==> src/efb_pkg.sv <==
// Package for the external flash bus host controller.
`default_nettype none
package efb_pkg;
   // ==========================================
   // Bus widths.
   localparam int ADDR_W = 21;
   localparam int DATA_W = 16;
   // ==========================================
   // Timing in clock cycles at 10 MHz (100 ns period).
   localparam int CLK_PERIOD_NS   = 100;
   localparam int SETUP_NS        = 100;
   localparam int STROBE_NS       = 200;
   localparam int HOLD_NS         = 100;
   localparam int SETUP_CYC       = (SETUP_NS + CLK_PERIOD_NS - 1) / CLK_PERIOD_NS;
   localparam int STROBE_CYC      = (STROBE_NS + CLK_PERIOD_NS - 1) / CLK_PERIOD_NS;
   localparam int HOLD_CYC        = (HOLD_NS + CLK_PERIOD_NS - 1) / CLK_PERIOD_NS;
   localparam logic [3:0] CNT_RST = 4'h0;
   // ==========================================
   // Host request carrier.
   typedef struct packed {
      logic              write;
      logic [ADDR_W-1:0] addr;
      logic [DATA_W-1:0] data;
   } efb_req_t;
   // ==========================================
   // Transfer states, Gray coded from ST_IDLE to ST_OFF; the return to ST_IDLE flips two bits.
   typedef enum logic [2:0] {
      ST_IDLE   = 3'b000,
      ST_SETUP  = 3'b001,
      ST_STROBE = 3'b011,
      ST_HOLD   = 3'b010,
      ST_OFF    = 3'b110
   } efb_state_t;
endpackage
`default_nettype wire

==> src/efb_host.sv <==
// Host controller that drives the external flash bus pins.
`default_nettype none
module efb_host
   import efb_pkg::*;
(
   // Clock and reset.
   input  wire logic              mclk_i,
   input  wire logic              rstn_i,
   // User side.
   input  wire logic              req_valid_i,
   input  wire efb_req_t          req_i,
   input  wire logic              bus_grant_i,
   input  wire logic              flash_reset_req_i,
   output logic                   req_ready_o,
   output logic                   rd_valid_o,
   output logic [DATA_W-1:0]      rd_data_o,
   // Flash pins; output enables are active low.
   output logic [ADDR_W-1:0]      addr_o,
   output logic                   addr_oen_o,
   input  wire logic [DATA_W-1:0] dq_i,
   output logic [DATA_W-1:0]      dq_o,
   output logic                   dq_oen_o,
   output logic                   ce_n_o,
   output logic                   ctl_oen_o,
   output logic                   oe_n_o,
   output logic                   we_n_o,
   output logic                   flash_reset_n_o,
   output logic                   flash_reset_oen_o
);
   // ==========================================
   // Pin synchronisers.
   logic [DATA_W-1:0] dq_s1_q, dq_s2_q;
   logic              gnt_s1_q, gnt_s2_q;

   // Two flip-flops for every input from outside the clock domain.
   always_ff @(posedge mclk_i or negedge rstn_i) begin
      if (!rstn_i) begin
         dq_s1_q  <= '0;
         dq_s2_q  <= '0;
         gnt_s1_q <= 1'b0;
         gnt_s2_q <= 1'b0;
      end else begin
         dq_s1_q  <= dq_i;
         dq_s2_q  <= dq_s1_q;
         gnt_s1_q <= bus_grant_i;
         gnt_s2_q <= gnt_s1_q;
      end
   end

   // ==========================================
   // Transfer sequencer.
   efb_state_t        st_q, st_d;
   logic [3:0]        cnt_q, cnt_d;
   efb_req_t          cur_q, cur_d;
   logic              ready_q, ready_d;
   logic              rdv_q, rdv_d;
   logic [DATA_W-1:0] rdd_q, rdd_d;
   logic              own_q, own_d;
   logic              ce_q, ce_d;
   logic              oe_q, oe_d;
   logic              we_q, we_d;
   logic              dqen_q, dqen_d;
   logic              rst_q, rst_d;

   // Next-state logic for the bus cycle.
   always_comb begin
      st_d    = st_q;
      cnt_d   = cnt_q;
      cur_d   = cur_q;
      rdv_d   = 1'b0;
      rdd_d   = rdd_q;
      own_d   = own_q;
      ce_d    = ce_q;
      oe_d    = oe_q;
      we_d    = we_q;
      dqen_d  = dqen_q;
      rst_d   = rst_q;
      ready_d = 1'b0;
      case (st_q)
         ST_IDLE: begin
            own_d   = gnt_s2_q;
            rst_d   = flash_reset_req_i;
            ce_d    = 1'b0;
            oe_d    = 1'b0;
            we_d    = 1'b0;
            dqen_d  = 1'b0;
            // Ready pulses for one cycle whether or not a request already waits.
            ready_d = gnt_s2_q && own_q && !ready_q;
            if (gnt_s2_q && own_q && req_valid_i && ready_q) begin
               cur_d  = req_i;
               ce_d   = 1'b1;
               dqen_d = req_i.write;
               cnt_d  = 4'(SETUP_CYC);
               st_d   = ST_SETUP;
            end
         end
         ST_SETUP: begin
            cnt_d = cnt_q - 4'h1;
            if (cnt_q == 4'h1) begin
               oe_d  = !cur_q.write;
               we_d  = cur_q.write && !rst_q;
               cnt_d = 4'(STROBE_CYC);
               st_d  = ST_STROBE;
            end
         end
         ST_STROBE: begin
            cnt_d = cnt_q - 4'h1;
            if (cnt_q == 4'h1) begin
               oe_d  = 1'b0;
               we_d  = 1'b0;
               cnt_d = 4'(HOLD_CYC);
               st_d  = ST_HOLD;
            end
         end
         ST_HOLD: begin
            cnt_d = cnt_q - 4'h1;
            if (cnt_q == 4'h1) begin
               // The synchroniser lags two cycles, so the word taken here shows the strobe.
               if (!cur_q.write) begin
                  rdd_d = dq_s2_q;
                  rdv_d = 1'b1;
               end
               dqen_d = 1'b0;
               ce_d   = 1'b0;
               st_d   = ST_OFF;
            end
         end
         ST_OFF: begin
            st_d = ST_IDLE;
         end
         default: begin
            st_d = ST_IDLE;
         end
      endcase
   end

   // Sequencer registers.
   always_ff @(posedge mclk_i or negedge rstn_i) begin
      if (!rstn_i) begin
         st_q    <= ST_IDLE;
         cnt_q   <= CNT_RST;
         cur_q   <= '0;
         ready_q <= 1'b0;
         rdv_q   <= 1'b0;
         rdd_q   <= '0;
         own_q   <= 1'b0;
         ce_q    <= 1'b0;
         oe_q    <= 1'b0;
         we_q    <= 1'b0;
         dqen_q  <= 1'b0;
         rst_q   <= 1'b0;
      end else begin
         st_q    <= st_d;
         cnt_q   <= cnt_d;
         cur_q   <= cur_d;
         ready_q <= ready_d;
         rdv_q   <= rdv_d;
         rdd_q   <= rdd_d;
         own_q   <= own_d;
         ce_q    <= ce_d;
         oe_q    <= oe_d;
         we_q    <= we_d;
         dqen_q  <= dqen_d;
         rst_q   <= rst_d;
      end
   end

   // ==========================================
   // Pin drive, every output straight from a flip-flop.
   assign req_ready_o       = ready_q;
   assign rd_valid_o        = rdv_q;
   assign rd_data_o         = rdd_q;
   assign addr_o            = cur_q.addr;
   assign addr_oen_o        = !own_q;
   assign dq_o              = cur_q.data;
   assign dq_oen_o          = !dqen_q;
   assign ce_n_o            = !ce_q;
   assign ctl_oen_o         = !own_q;
   assign oe_n_o            = !oe_q;
   assign we_n_o            = !we_q;
   assign flash_reset_n_o   = !rst_q;
   assign flash_reset_oen_o = !own_q;

   // ==========================================
   // Assertions.
   property p_no_overlap;
      @(posedge mclk_i) disable iff (!rstn_i) !(oe_q && we_q);
   endproperty
   a_no_overlap: assert property (p_no_overlap)
      else $error("oe and we both asserted");

   property p_read_release;
      @(posedge mclk_i) disable iff (!rstn_i) oe_q |-> !dqen_q;
   endproperty
   a_read_release: assert property (p_read_release)
      else $error("host drives dq on read");

   property p_write_drive;
      @(posedge mclk_i) disable iff (!rstn_i) we_q |-> dqen_q && ce_q;
   endproperty
   a_write_drive: assert property (p_write_drive)
      else $error("write without data drive");

   property p_hold_after_we;
      @(posedge mclk_i) disable iff (!rstn_i)
         $fell(we_q) |-> dqen_q && $stable(cur_q.addr) && $stable(cur_q.data);
   endproperty
   a_hold_after_we: assert property (p_hold_after_we)
      else $error("data not held at we rise");

   property p_no_we_in_reset;
      @(posedge mclk_i) disable iff (!rstn_i) rst_q |-> !we_q;
   endproperty
   a_no_we_in_reset: assert property (p_no_we_in_reset)
      else $error("write during reset");

   property p_release_idle;
      @(posedge mclk_i) disable iff (!rstn_i) !own_q |-> !ce_q && !dqen_q;
   endproperty
   a_release_idle: assert property (p_release_idle)
      else $error("bus driven without grant");

   property p_strobe_len;
      @(posedge mclk_i) disable iff (!rstn_i) $rose(we_q) |-> we_q [*2] ##1 !we_q;
   endproperty
   a_strobe_len: assert property (p_strobe_len)
      else $error("write strobe width wrong");

   property p_oe_len;
      @(posedge mclk_i) disable iff (!rstn_i) $rose(oe_q) |-> oe_q [*2] ##1 !oe_q ##1 rdv_q;
   endproperty
   a_oe_len: assert property (p_oe_len)
      else $error("read strobe or result wrong");
endmodule
`default_nettype wire

==> config.mk <==
export PLATFORM = sky130hd
export DESIGN_NAME = efb_host
export DESIGN_NICKNAME = d
export VERILOG_FILES = /design/src/efb_pkg.sv /design/src/efb_host.sv
export SDC_FILE = /design/constraint.sdc
export NUM_CORES = 1
export LEC_CHECK = 0
export CORE_ASPECT_RATIO = 0.6
export CORE_MARGIN = 4
export CORE_UTILIZATION = 50
export CTS_CLUSTER_DIAMETER = 40
export DETAILED_ROUTE_END_ITERATION = 8
export DONT_BUFFER_PORTS = 1
export PLACE_DENSITY = 0.68
export SLEW_MARGIN = 10
export SYNTH_ARGS = -nofsm -noshare
export SYNTH_HDL_FRONTEND = slang
export SYNTH_SLANG_ARGS = --single-unit
==> constraint.sdc <==
create_clock -name mclk_i -period 1.98 [get_ports mclk_i]
set_input_delay 0.396 -clock mclk_i [delete_from_list [all_inputs] [get_ports mclk_i]]
set_output_delay 0.396 -clock mclk_i [all_outputs]
set_load 0.005 [all_outputs]
==> flow_metrics.env, run 1 <==
export IMPL_slew_violations=0
export IMPL_postSynthAreaPerCell_um2=14.8
export IMPL_fillers=617
export IMPL_core_um2=7450
export IMPL_ys_ff_latch=103
export IMPL_end_kind="flop"
export IMPL_cp_max_fo=4
export IMPL_clock_sinks=103
export IMPL_r2r_slack_ns=0.08
export IMPL_ant_nets=0
export IMPL_dieWidth_um=123
export IMPL_swShare=0.299
export IMPL_setup_worst_path_end="we_q"
export IMPL_ys_types=34
export IMPL_wl_per_cell_um=19.6
export IMPL_gp_congestion=0.863
export IMPL_io_buffers=0
export IMPL_layout_commonest_cell="dfrtp_1"
export IMPL_critPathArrivalTime_ns=2.17
export IMPL_worst_setup_path_start_kind="flop"
export IMPL_ir_worst_vdd_mv=0.684
export IMPL_synth_simple_gate_area_frac=0.0387
export IMPL_intPower_w=0.00440
export IMPL_synth_area_um2=3950
export IMPL_die_y_um=76.8
export IMPL_postLayoutCellArea_um2=4110
export IMPL_syn_num_nets=327
export IMPL_grt_use_total=0.153
export IMPL_outcome="finished with violations"
export IMPL_clk_path_buf_depth=2
export IMPL_setup_worst_path_class="reg -> reg"
export IMPL_drive_gt1_frac=0.351
export IMPL_synth_fa_ha_area_frac=0.00634
export IMPL_powerDensity_nw_per_um2=1530
export IMPL_dp_hpwl_mm=4.80
export IMPL_violations="negative hold slack"
export IMPL_synth_area_mux_share=0.163
export IMPL_p_clk_frac=0.260
export IMPL_hp_class="in -> async"
export IMPL_clock_skew_ns=0.00913
export IMPL_r2r_start="cnt_q[1]"
export IMPL_drc=0
export IMPL_r2r_end="we_q"
export IMPL_grt_pass1_wl_mm=11.0
export IMPL_clk_insertion_delay_late_ns=0.34
export IMPL_antenna_found_initial=1
export IMPL_synth_compound_area_frac=0.0396
export IMPL_clkTransAtPathRegs_ns=0.07
export IMPL_leakagePower_nw=1.92
export IMPL_finalCritPeriodShare=0.958
export IMPL_seq_power_share=0.525
export IMPL_max_freq_ghz=0.527
export IMPL_power_frac_comb=0.215
export IMPL_rsz0062_at_grt="false"
export IMPL_switching_power_w=0.00187
export IMPL_n_antenna_cell=0
export IMPL_cts_made_buffers=9
export IMPL_worst_pin_slew_ns=0.334
export IMPL_synth_warnings=0
export IMPL_drtIter0Drc=163
export IMPL_num_rows=24
export IMPL_drtPass1Iterations=4
export IMPL_finalNetCount=299
export IMPL_synth_xor_area_share=0.00222
export IMPL_cp_required_ns=2.25
export IMPL_setup_viol=0
export IMPL_period_minus_slack_ns=1.90
export IMPL_grt_overflow_total=0
export IMPL_initial_core_util=0.530
export IMPL_ys_seq_area_frac=0.653
export IMPL_vias_per_cell=5.34
export IMPL_grt_max_degree=104
export IMPL_hold_viol=103
export IMPL_layout_common_cells="dfrtp_1, mux2_2, inv_1"
export IMPL_wirelength_mm=6.77
export IMPL_layout_cells_non_filler=346
export IMPL_crit_start="cnt_q[1]"
export IMPL_clock_tree_root_cell="clkbuf_16"
export IMPL_r2r_cells=6
export IMPL_slew_headroom=0.777
export IMPL_dr_total_vias=1849
export IMPL_die_area_um2=9420
export IMPL_cap_violations=0
export IMPL_area_growth_pct=4.19
export IMPL_tns_ns=0
export IMPL_synth_top_family_by_area="multiplexers"
export IMPL_place_area_um2=3830
export IMPL_htree_num_levels=3
export IMPL_ios=122
export IMPL_grt_pass1_vias=2004
export IMPL_cts_tree="built"
export IMPL_synthCells=266
export IMPL_placed_cells=331
export IMPL_whs_ns=-0.257
==> synthesized netlist by cell type (all sizes together) <==
library cell,count,area share
nor3b,2,0.0067
or3b,1,0.0029
nor3,3,0.0038
o32ai,2,0.0063
clkbuf,1,0.00095
nand2,6,0.0057
dfrtp,103,0.65
ha,2,0.0063
a21o,2,0.0041
a21boi,1,0.0019
o21ai,4,0.0051
nand4,1,0.0016
a21oi,4,0.0051
a211o,1,0.0022
buf,46,0.085
inv,12,0.011
nor2,7,0.0086
or3,2,0.0044
xnor2,1,0.0022
a32o,1,0.0025
a31oi,1,0.0016
mux2,54,0.16
a22o,2,0.0044
nand3,3,0.0051
o22ai,4,0.0063
==> how the worst min path moves through the flow <==
stage / from / to / slack (ns) / cells past startpoint
final: rstn_i / dq_s1_q[1] / -0.26 / 0
after global routing: rstn_i / rd_data_o[1] / -0.28 / 0
after CTS: rstn_i / rd_data_o[1] / -0.27 / 0
after detailed placement: rstn_i / rd_data_o[1] / 0.10 / 0
after global placement: rstn_i / rd_data_o[1] / 0.10 / 0
after floorplan: rstn_i / addr_o[0] / 0.10 / 0
==> sequential cells by signal, indices dropped and copies added (netlist names) <==
signal       count
addr_o          21
ce_q             1
cnt_q            4
cur_q            1
dq_o            16
dq_s1_q         16
dq_s2_q         16
dqen_q           1
gnt_s1_q         1
gnt_s2_q         1
oe_q             1
own_q            1
rd_data_o       16
rd_valid_o       1
req_ready_o      1
rst_q            1
st_q             3
we_q             1
==> what timing repair did <==
action,in CTS,in global routing
resized for setup,0,0
endpoints found under the hold margin,103,103
buffers inserted,0,0
==> power groups by stage <==
| stage | Sequential [W] | Clock, W | Combinational (W) |
|---|---|---|---|
| detailed placement | 0.00334 | 0 | 0.00135 |
| floorplan | 0.00309 | 0 | 0.00167 |
| finish | 0.00329 | 0.00163 | 0.00135 |
| global placement | 0.00332 | 0 | 0.00127 |
| global route | 0.00339 | 0.00179 | 0.00151 |
| CTS | 0.00331 | 0.00169 | 0.00136 |
==> routing by layer <==
layer,up-vias,GRT usage,part of all wire
met2,100,0.214,0.45
met4,2,0.0380,0.0074
met1,937,0.195,0.40
met3,10,0.104,0.15
li1,800,-,-
met5,-,0,0.0019
==> critical path, stage by stage (launching register included) <==
cell and delay, ns:
dfrtp_1 0.39, inv_1 0.10, ha_1 0.18, or3b_4 0.41, or3_4 0.35, o32ai_2 0.24, a22o_1 0.17
==> area by class of cell <==
cell class	count	area [um^2]	area share
sequential	103	2580	0.627
tap	104	130	0.0317
multi-input combinational	104	992	0.241
inverter	12	45.0	0.0110
clock inverter	6	55.1	0.0134
timing repair buffer	8	85.1	0.0207
clock buffer	9	225	0.0548
==> cells by family (layout without fill, tap and decap cells) <==
logic type / count (synthesis) / in the layout
buf+inv: 59 / 35
mux: 54 / 54
fa+ha+maj: 2 / 2
xor+xnor: 1 / 1
compound gates: 22 / 22
simple gates: 25 / 25
flops: 103 / 103
==> stage by stage <==
step            util  power [W]  setup WS [ns]
2_1_floorplan      -    0.00475          0.145
3_3_place_gp   0.514    0.00460          0.191
3_5_place_dp   0.514    0.00470          0.117
4_1_cts        0.552    0.00636         0.0964
5_1_grt        0.552    0.00669         0.0174
6_report       0.552    0.00627         0.0830
No activity file was read; power rests on OpenSTA's default activity.
==> run 2: changes to the inputs <==
PLACE_DENSITY = unset   (was 0.68)
clock period = 2.3 ns   (was 1.98 ns; I/O delays follow)
==> run 2 against run 1 <==
Die area unchanged. Largest cell class unchanged. Setup slack improved by 0.29 ns. Highest routed layer unchanged. Combinational power decreased by 19%. Largest power group unchanged. Clock skew decreased by 0.0041 ns. Global-route usage decreased by 0.79 points. Final cell count decreased by 0.29%. Sequential share of layout area increased by 0.33 points. Wire length decreased by 6.4%. The run still ends with negative hold slack left. Sequential cell count unchanged.
==> flow_metrics.env, run 2 (synthesis results as in run 1) <==
export IMPL_outcome="finished with violations"
export IMPL_violations="negative hold slack"
export IMPL_dp_hpwl_mm=4.48
export IMPL_end_kind="flop"
export IMPL_met1_length_mm=2.79
export IMPL_dieWidth_um=123
export IMPL_setup_viol=0
export IMPL_dr_wl_met2_mm=2.86
export IMPL_dpl_worst_slack_ns=0.397
export IMPL_postLayoutCellArea_um2=4090
export IMPL_io_buffers=0
export IMPL_layout_common_cells="dfrtp_1, mux2_2, inv_1"
export IMPL_rsz0062_at_grt="false"
export IMPL_ant_nets=0
export IMPL_clock_skew_ns=0.00501
export IMPL_worst_setup_path_start_kind="flop"
export IMPL_whs_ns=-0.183
export IMPL_powerDensity_nw_per_um2=1300
export IMPL_die_y_um=76.8
export IMPL_vias_per_cell=5.24
export IMPL_core_um2=7450
export IMPL_clkTransAtPathRegs_ns=0.07
export IMPL_gp_congestion=0.741
export IMPL_grt_use_total=0.145
export IMPL_drc=0
export IMPL_drtIter0Drc=81
export IMPL_slew_headroom=0.764
export IMPL_highest_layer="met5"
export IMPL_layout_cells_non_filler=345
export IMPL_worst_pin_slew_ns=0.354
export IMPL_hold_viol=103
export IMPL_wl_met3_um=593
export IMPL_finalCritPeriodShare=0.840
export IMPL_period_minus_slack_ns=1.93
export IMPL_htree_num_levels=3
export IMPL_dr_total_vias=1809
export IMPL_layout_commonest_cell="dfrtp_1"
export IMPL_clk_insertion_delay_late_ns=0.33
export IMPL_grt_pass1_wl_mm=10.4
export IMPL_ir_worst_vdd_mv=0.564
export IMPL_cp_required_ns=2.52
export IMPL_setup_worst_path_class="reg -> reg"
export IMPL_critPathArrivalTime_ns=2.15
export IMPL_initial_core_util=0.530
export IMPL_drtPass1Iterations=4
export IMPL_ios=122
export IMPL_clk_path_buf_depth=2
export IMPL_finalNetCount=297
export IMPL_cts_tree="built"
export IMPL_n_antenna_cell=0
export IMPL_drive_gt1_frac=0.344
export IMPL_grt_max_degree=104
export IMPL_grt_overflow_total=0
export IMPL_wirelength_mm=6.34
export IMPL_place_area_um2=3810
export IMPL_post_cts_setup_buffer_count=0
export IMPL_cp_max_fo=31
export IMPL_num_rows=24
export IMPL_clock_tree_root_cell="clkbuf_16"
export IMPL_clock_sinks=103
export IMPL_cts_made_buffers=9
export IMPL_leakagePower_nw=1.91
export IMPL_tns_ns=0
export IMPL_cap_violations=0
export IMPL_worst_slack_ns=0.369
export IMPL_area_growth_pct=3.65
export IMPL_placed_cells=329
export IMPL_wl_per_cell_um=18.4
export IMPL_largest_reg_flops=21
export IMPL_grt_pass1_vias=1905
export IMPL_slew_violations=0
export IMPL_max_freq_ghz=0.518
export IMPL_antenna_found_initial=1
export IMPL_die_area_um2=9420
export IMPL_hp_class="in -> async"
## run 2: changes by cell type in the layout (fill, tap and decap cells not counted), sizes merged
cell,before,now
buf,8,6
clkbuf,9,10
clkinvlp,2,0
clkinv,2,4
## run 2: worst paths after layout
path | from | end | slack (ns) | depth (start not counted)
max | st_q[0] | dq_o[10] | 0.37 | 4
min | rstn_i | rd_data_o[2] | -0.18 | 0
max reg2reg | st_q[0] | dq_o[10] | 0.37 | 4
min reg2reg | dq_s1_q[10] | dq_s2_q[10] | 0.34 | 0
max in group asynchronous | rstn_i | st_q[1] | 2.33 | 0
min in group mclk_i | dq_i[8] | dq_s1_q[8] | 0.15 | 0
## run 2: critical path: stages (launching register included)
cell and delay [ns]:
dfrtp_1 0.50, or3_1 0.53, nor2_4 0.19, buf_12 0.21
mux2_2 0.36
## run 2: metrics by stage
step                hold slack [ns]  total power (W)   util
floorplan                     0.164          0.00409      -
CTS                          -0.201          0.00540  0.549
global route                 -0.214          0.00568  0.549
global placement              0.168          0.00395  0.512
finish                       -0.183          0.00531  0.549
detailed placement            0.167          0.00399  0.512
## run 2: repair_timing
item / 4_1_cts / 5_1_grt
endpoints found under the setup margin: 0 / 0
hold endpoints to repair: 103 / 103
gates resized for setup: 0 / 0
## run 2: metal layers
metal  vias to the layer above  global-route usage
li1                        804                   -
met1                       928               0.194
met2                        65               0.202
met3                        10              0.0787
met4                         2              0.0469
met5                         -                   0
## run 2: layout make-up
| class | instances | area (um^2) |
|---|---|---|
| repair buffers | 6 | 70.1 |
| multi-input cells | 104 | 992 |
| fillers | 637 | 3360 |
| well taps | 104 | 130 |
| clock buffers | 10 | 229 |
| flip-flops and latches | 103 | 2580 |
| clock inverters | 6 | 45.0 |
| inverters | 12 | 45.0 |
## run 2: power by group
group	leakage, nW	switching [W]	total, W	internal [W]
logic	0.473	0.000453	0.00110	0.000647
registers	1.30	0.000458	0.00283	0.00237
clock network	0.137	0.000641	0.00138	0.000742
==> run 3: changes to the inputs <==
PLACE_DENSITY = 0.68   (was unset)
clock period = 1.7 ns   (was 2.3 ns; I/O delays follow)
==> run 3 against run 2 <==
Total power increased by 46%. The flow finishes with violations (negative hold slack, negative setup slack). Register-to-register slack worse by 0.43 ns. Final cell count up 4.6%. Critical path type unchanged. Highest routed layer is now met4.
==> flow_metrics.env, run 3 (synthesis results as in run 1) <==
export IMPL_outcome="finished with violations"
export IMPL_violations="negative hold slack, negative setup slack"
export IMPL_cp_depth=6
export IMPL_layout_commonest_cell="dfrtp_1"
export IMPL_hp_class="in -> async"
export IMPL_htree_num_levels=3
export IMPL_slew_violations=0
export IMPL_worst_slack_ns=-0.0627
export IMPL_max_freq_ghz=0.567
export IMPL_postLayoutCellArea_um2=4410
export IMPL_end_kind="flop"
export IMPL_finalCritPeriodShare=1.04
export IMPL_cts_tree="built"
export IMPL_area_growth_pct=11.9
export IMPL_ios=122
export IMPL_multiInputGateArea_um2=1130
export IMPL_io_buffers=0
export IMPL_slowest_stage="dfrtp_1"
export IMPL_critPathArrivalTime_ns=2.04
export IMPL_powerDensity_nw_per_um2=1760
export IMPL_ir_worst_vdd_mv=0.839
export IMPL_core_um2=7450
export IMPL_vias_per_cell=5.31
export IMPL_r2r_start="cnt_q[1]"
export IMPL_drtIter0Drc=112
export IMPL_critPathMaxStageDelay_ns=0.39
export IMPL_clk_path_buf_depth=2
export IMPL_grt_max_degree=104
export IMPL_rsz0062_at_grt="true"
export IMPL_setup_worst_path_class="reg -> reg"
export IMPL_r2r_end="we_q"
export IMPL_wirelength_mm=7.24
export IMPL_wl_per_cell_um=20.0
export IMPL_place_area_um2=3900
export IMPL_gp_congestion=0.755
export IMPL_clock_skew_ns=0.00339
export IMPL_period_minus_slack_ns=1.76
export IMPL_cp_max_fo=4
export IMPL_dp_hpwl_mm=4.83
export IMPL_drtPass1Iterations=4
export IMPL_largest_reg_flops=21
export IMPL_num_rows=24
export IMPL_dieWidth_um=123
export IMPL_drive_gt1_frac=0.409
export IMPL_antenna_found_initial=0
export IMPL_placed_cells=339
export IMPL_layout_cells_non_filler=361
export IMPL_r2r_slack_ns=-0.06
export IMPL_slew_headroom=0.787
export IMPL_initial_core_util=0.530
export IMPL_seqCellArea_um2=2580
export IMPL_cts_made_buffers=9
export IMPL_grt_pass1_vias=2060
export IMPL_worst_pin_slew_ns=0.319
export IMPL_r2r_cells=6
export IMPL_grt_pass1_wl_mm=10.9
export IMPL_total_power_w=0.00777
export IMPL_clock_sinks=103
export IMPL_die_area_um2=9420
export IMPL_crit_start="cnt_q[1]"
export IMPL_setup_viol=4
export IMPL_finalNetCount=314
export IMPL_leakagePower_nw=2.06
export IMPL_grt_use_total=0.152
export IMPL_ant_nets=0
export IMPL_layout_common_cells="dfrtp_1, mux2_4, mux2_2"
export IMPL_clk_insertion_delay_late_ns=0.33
export IMPL_die_y_um=76.8
export IMPL_hold_viol=103
export IMPL_dr_total_vias=1917
export IMPL_clock_tree_root_cell="clkbuf_16"
export IMPL_worst_setup_path_start_kind="flop"
export IMPL_drc=0
export IMPL_cp_required_ns=1.97
export IMPL_critPathBufInv=1
export IMPL_whs_ns=-0.304
export IMPL_n_antenna_cell=0
export IMPL_cap_violations=0
export IMPL_grt_overflow_total=0
export IMPL_clkTransAtPathRegs_ns=0.07
export IMPL_crit_chain="inv_2 -> ha_4 -> or3b_4 -> or3_4 -> o32ai_4 -> a22o_1"
export IMPL_cp_top_family="simple AND/OR/NAND/NOR gates"
export IMPL_fillers=598
export IMPL_tns_ns=-0.0991
export IMPL_setup_worst_path_end="we_q"
[run 3: changes by cell type in the layout (fill, tap and decap cells not counted), moves of 2 or more]
cell        delta
mux2_2        -26
buf_6          +2
clkbuf_16      +2
clkinvlp_4     +2
mux2_4        +26
inv_8          +2
clkinv_2       -2
buf_4         +12
[run 3: stage by stage]
stage / setup slack [ns] / utilization
after detailed placement: -0.0540 / 0.524
after CTS: -0.0702 / 0.562
final: -0.0627 / 0.593
after global placement: 0.0187 / 0.524
after floorplan: -0.107 / -
after global routing: -0.125 / 0.593
[run 3: final cells by class]
cell class,count,share of cell area
clock buffers,9,0.0510
inverters,12,0.0102
well taps,104,0.0295
clock inverters,6,0.0125
multi-input cells,104,0.256
flip-flops and latches,103,0.584
repair buffers,23,0.0573
[run 3: worst min-delay path by stage]
| stage | startpoint | endpoint | slack [ns] | cells past startpoint |
|---|---|---|---|---|
| final | rstn_i | own_q | -0.30 | 0 |
| after CTS | rstn_i | own_q | -0.32 | 0 |
| after global placement | rstn_i | own_q | 0.05 | 0 |
| after floorplan | rstn_i | addr_o[0] | 0.04 | 0 |
| after global routing | rstn_i | dq_o[7] | -0.33 | 0 |
| after detailed placement | rstn_i | own_q | 0.05 | 0 |
[run 3: power by group]
part           total, W  internal [W]  switching (W)  leakage (nW)
clock           0.00191       0.00101       0.000901         0.132
sequential      0.00386       0.00321       0.000653          1.30
combinational   0.00199       0.00124       0.000753         0.623
[run 3: layer usage]
metal  vias to the layer above  GRT usage  share of wire
met5                         -          0              0
met4                         0     0.0492          0.011
met3                         9     0.0809          0.097
met2                        85      0.220           0.44
met1                       991      0.195           0.45
li1                        832          -              -
[run 3: repair_timing]
item,4_1_cts,5_1_grt
pin swaps,0,3
setup endpoints to repair,3,56
hold endpoints to repair,103,103
setup buffers,0,5
gates resized for setup,1,34
cloned,0,2
[run 3: worst register-to-register path, stage by stage (launching register included)]
cell	delay (ns)
dfrtp_1	0.39
inv_2	0.08
ha_4	0.12
or3b_4	0.39
or3_4	0.36
o32ai_4	0.21
a22o_1	0.16
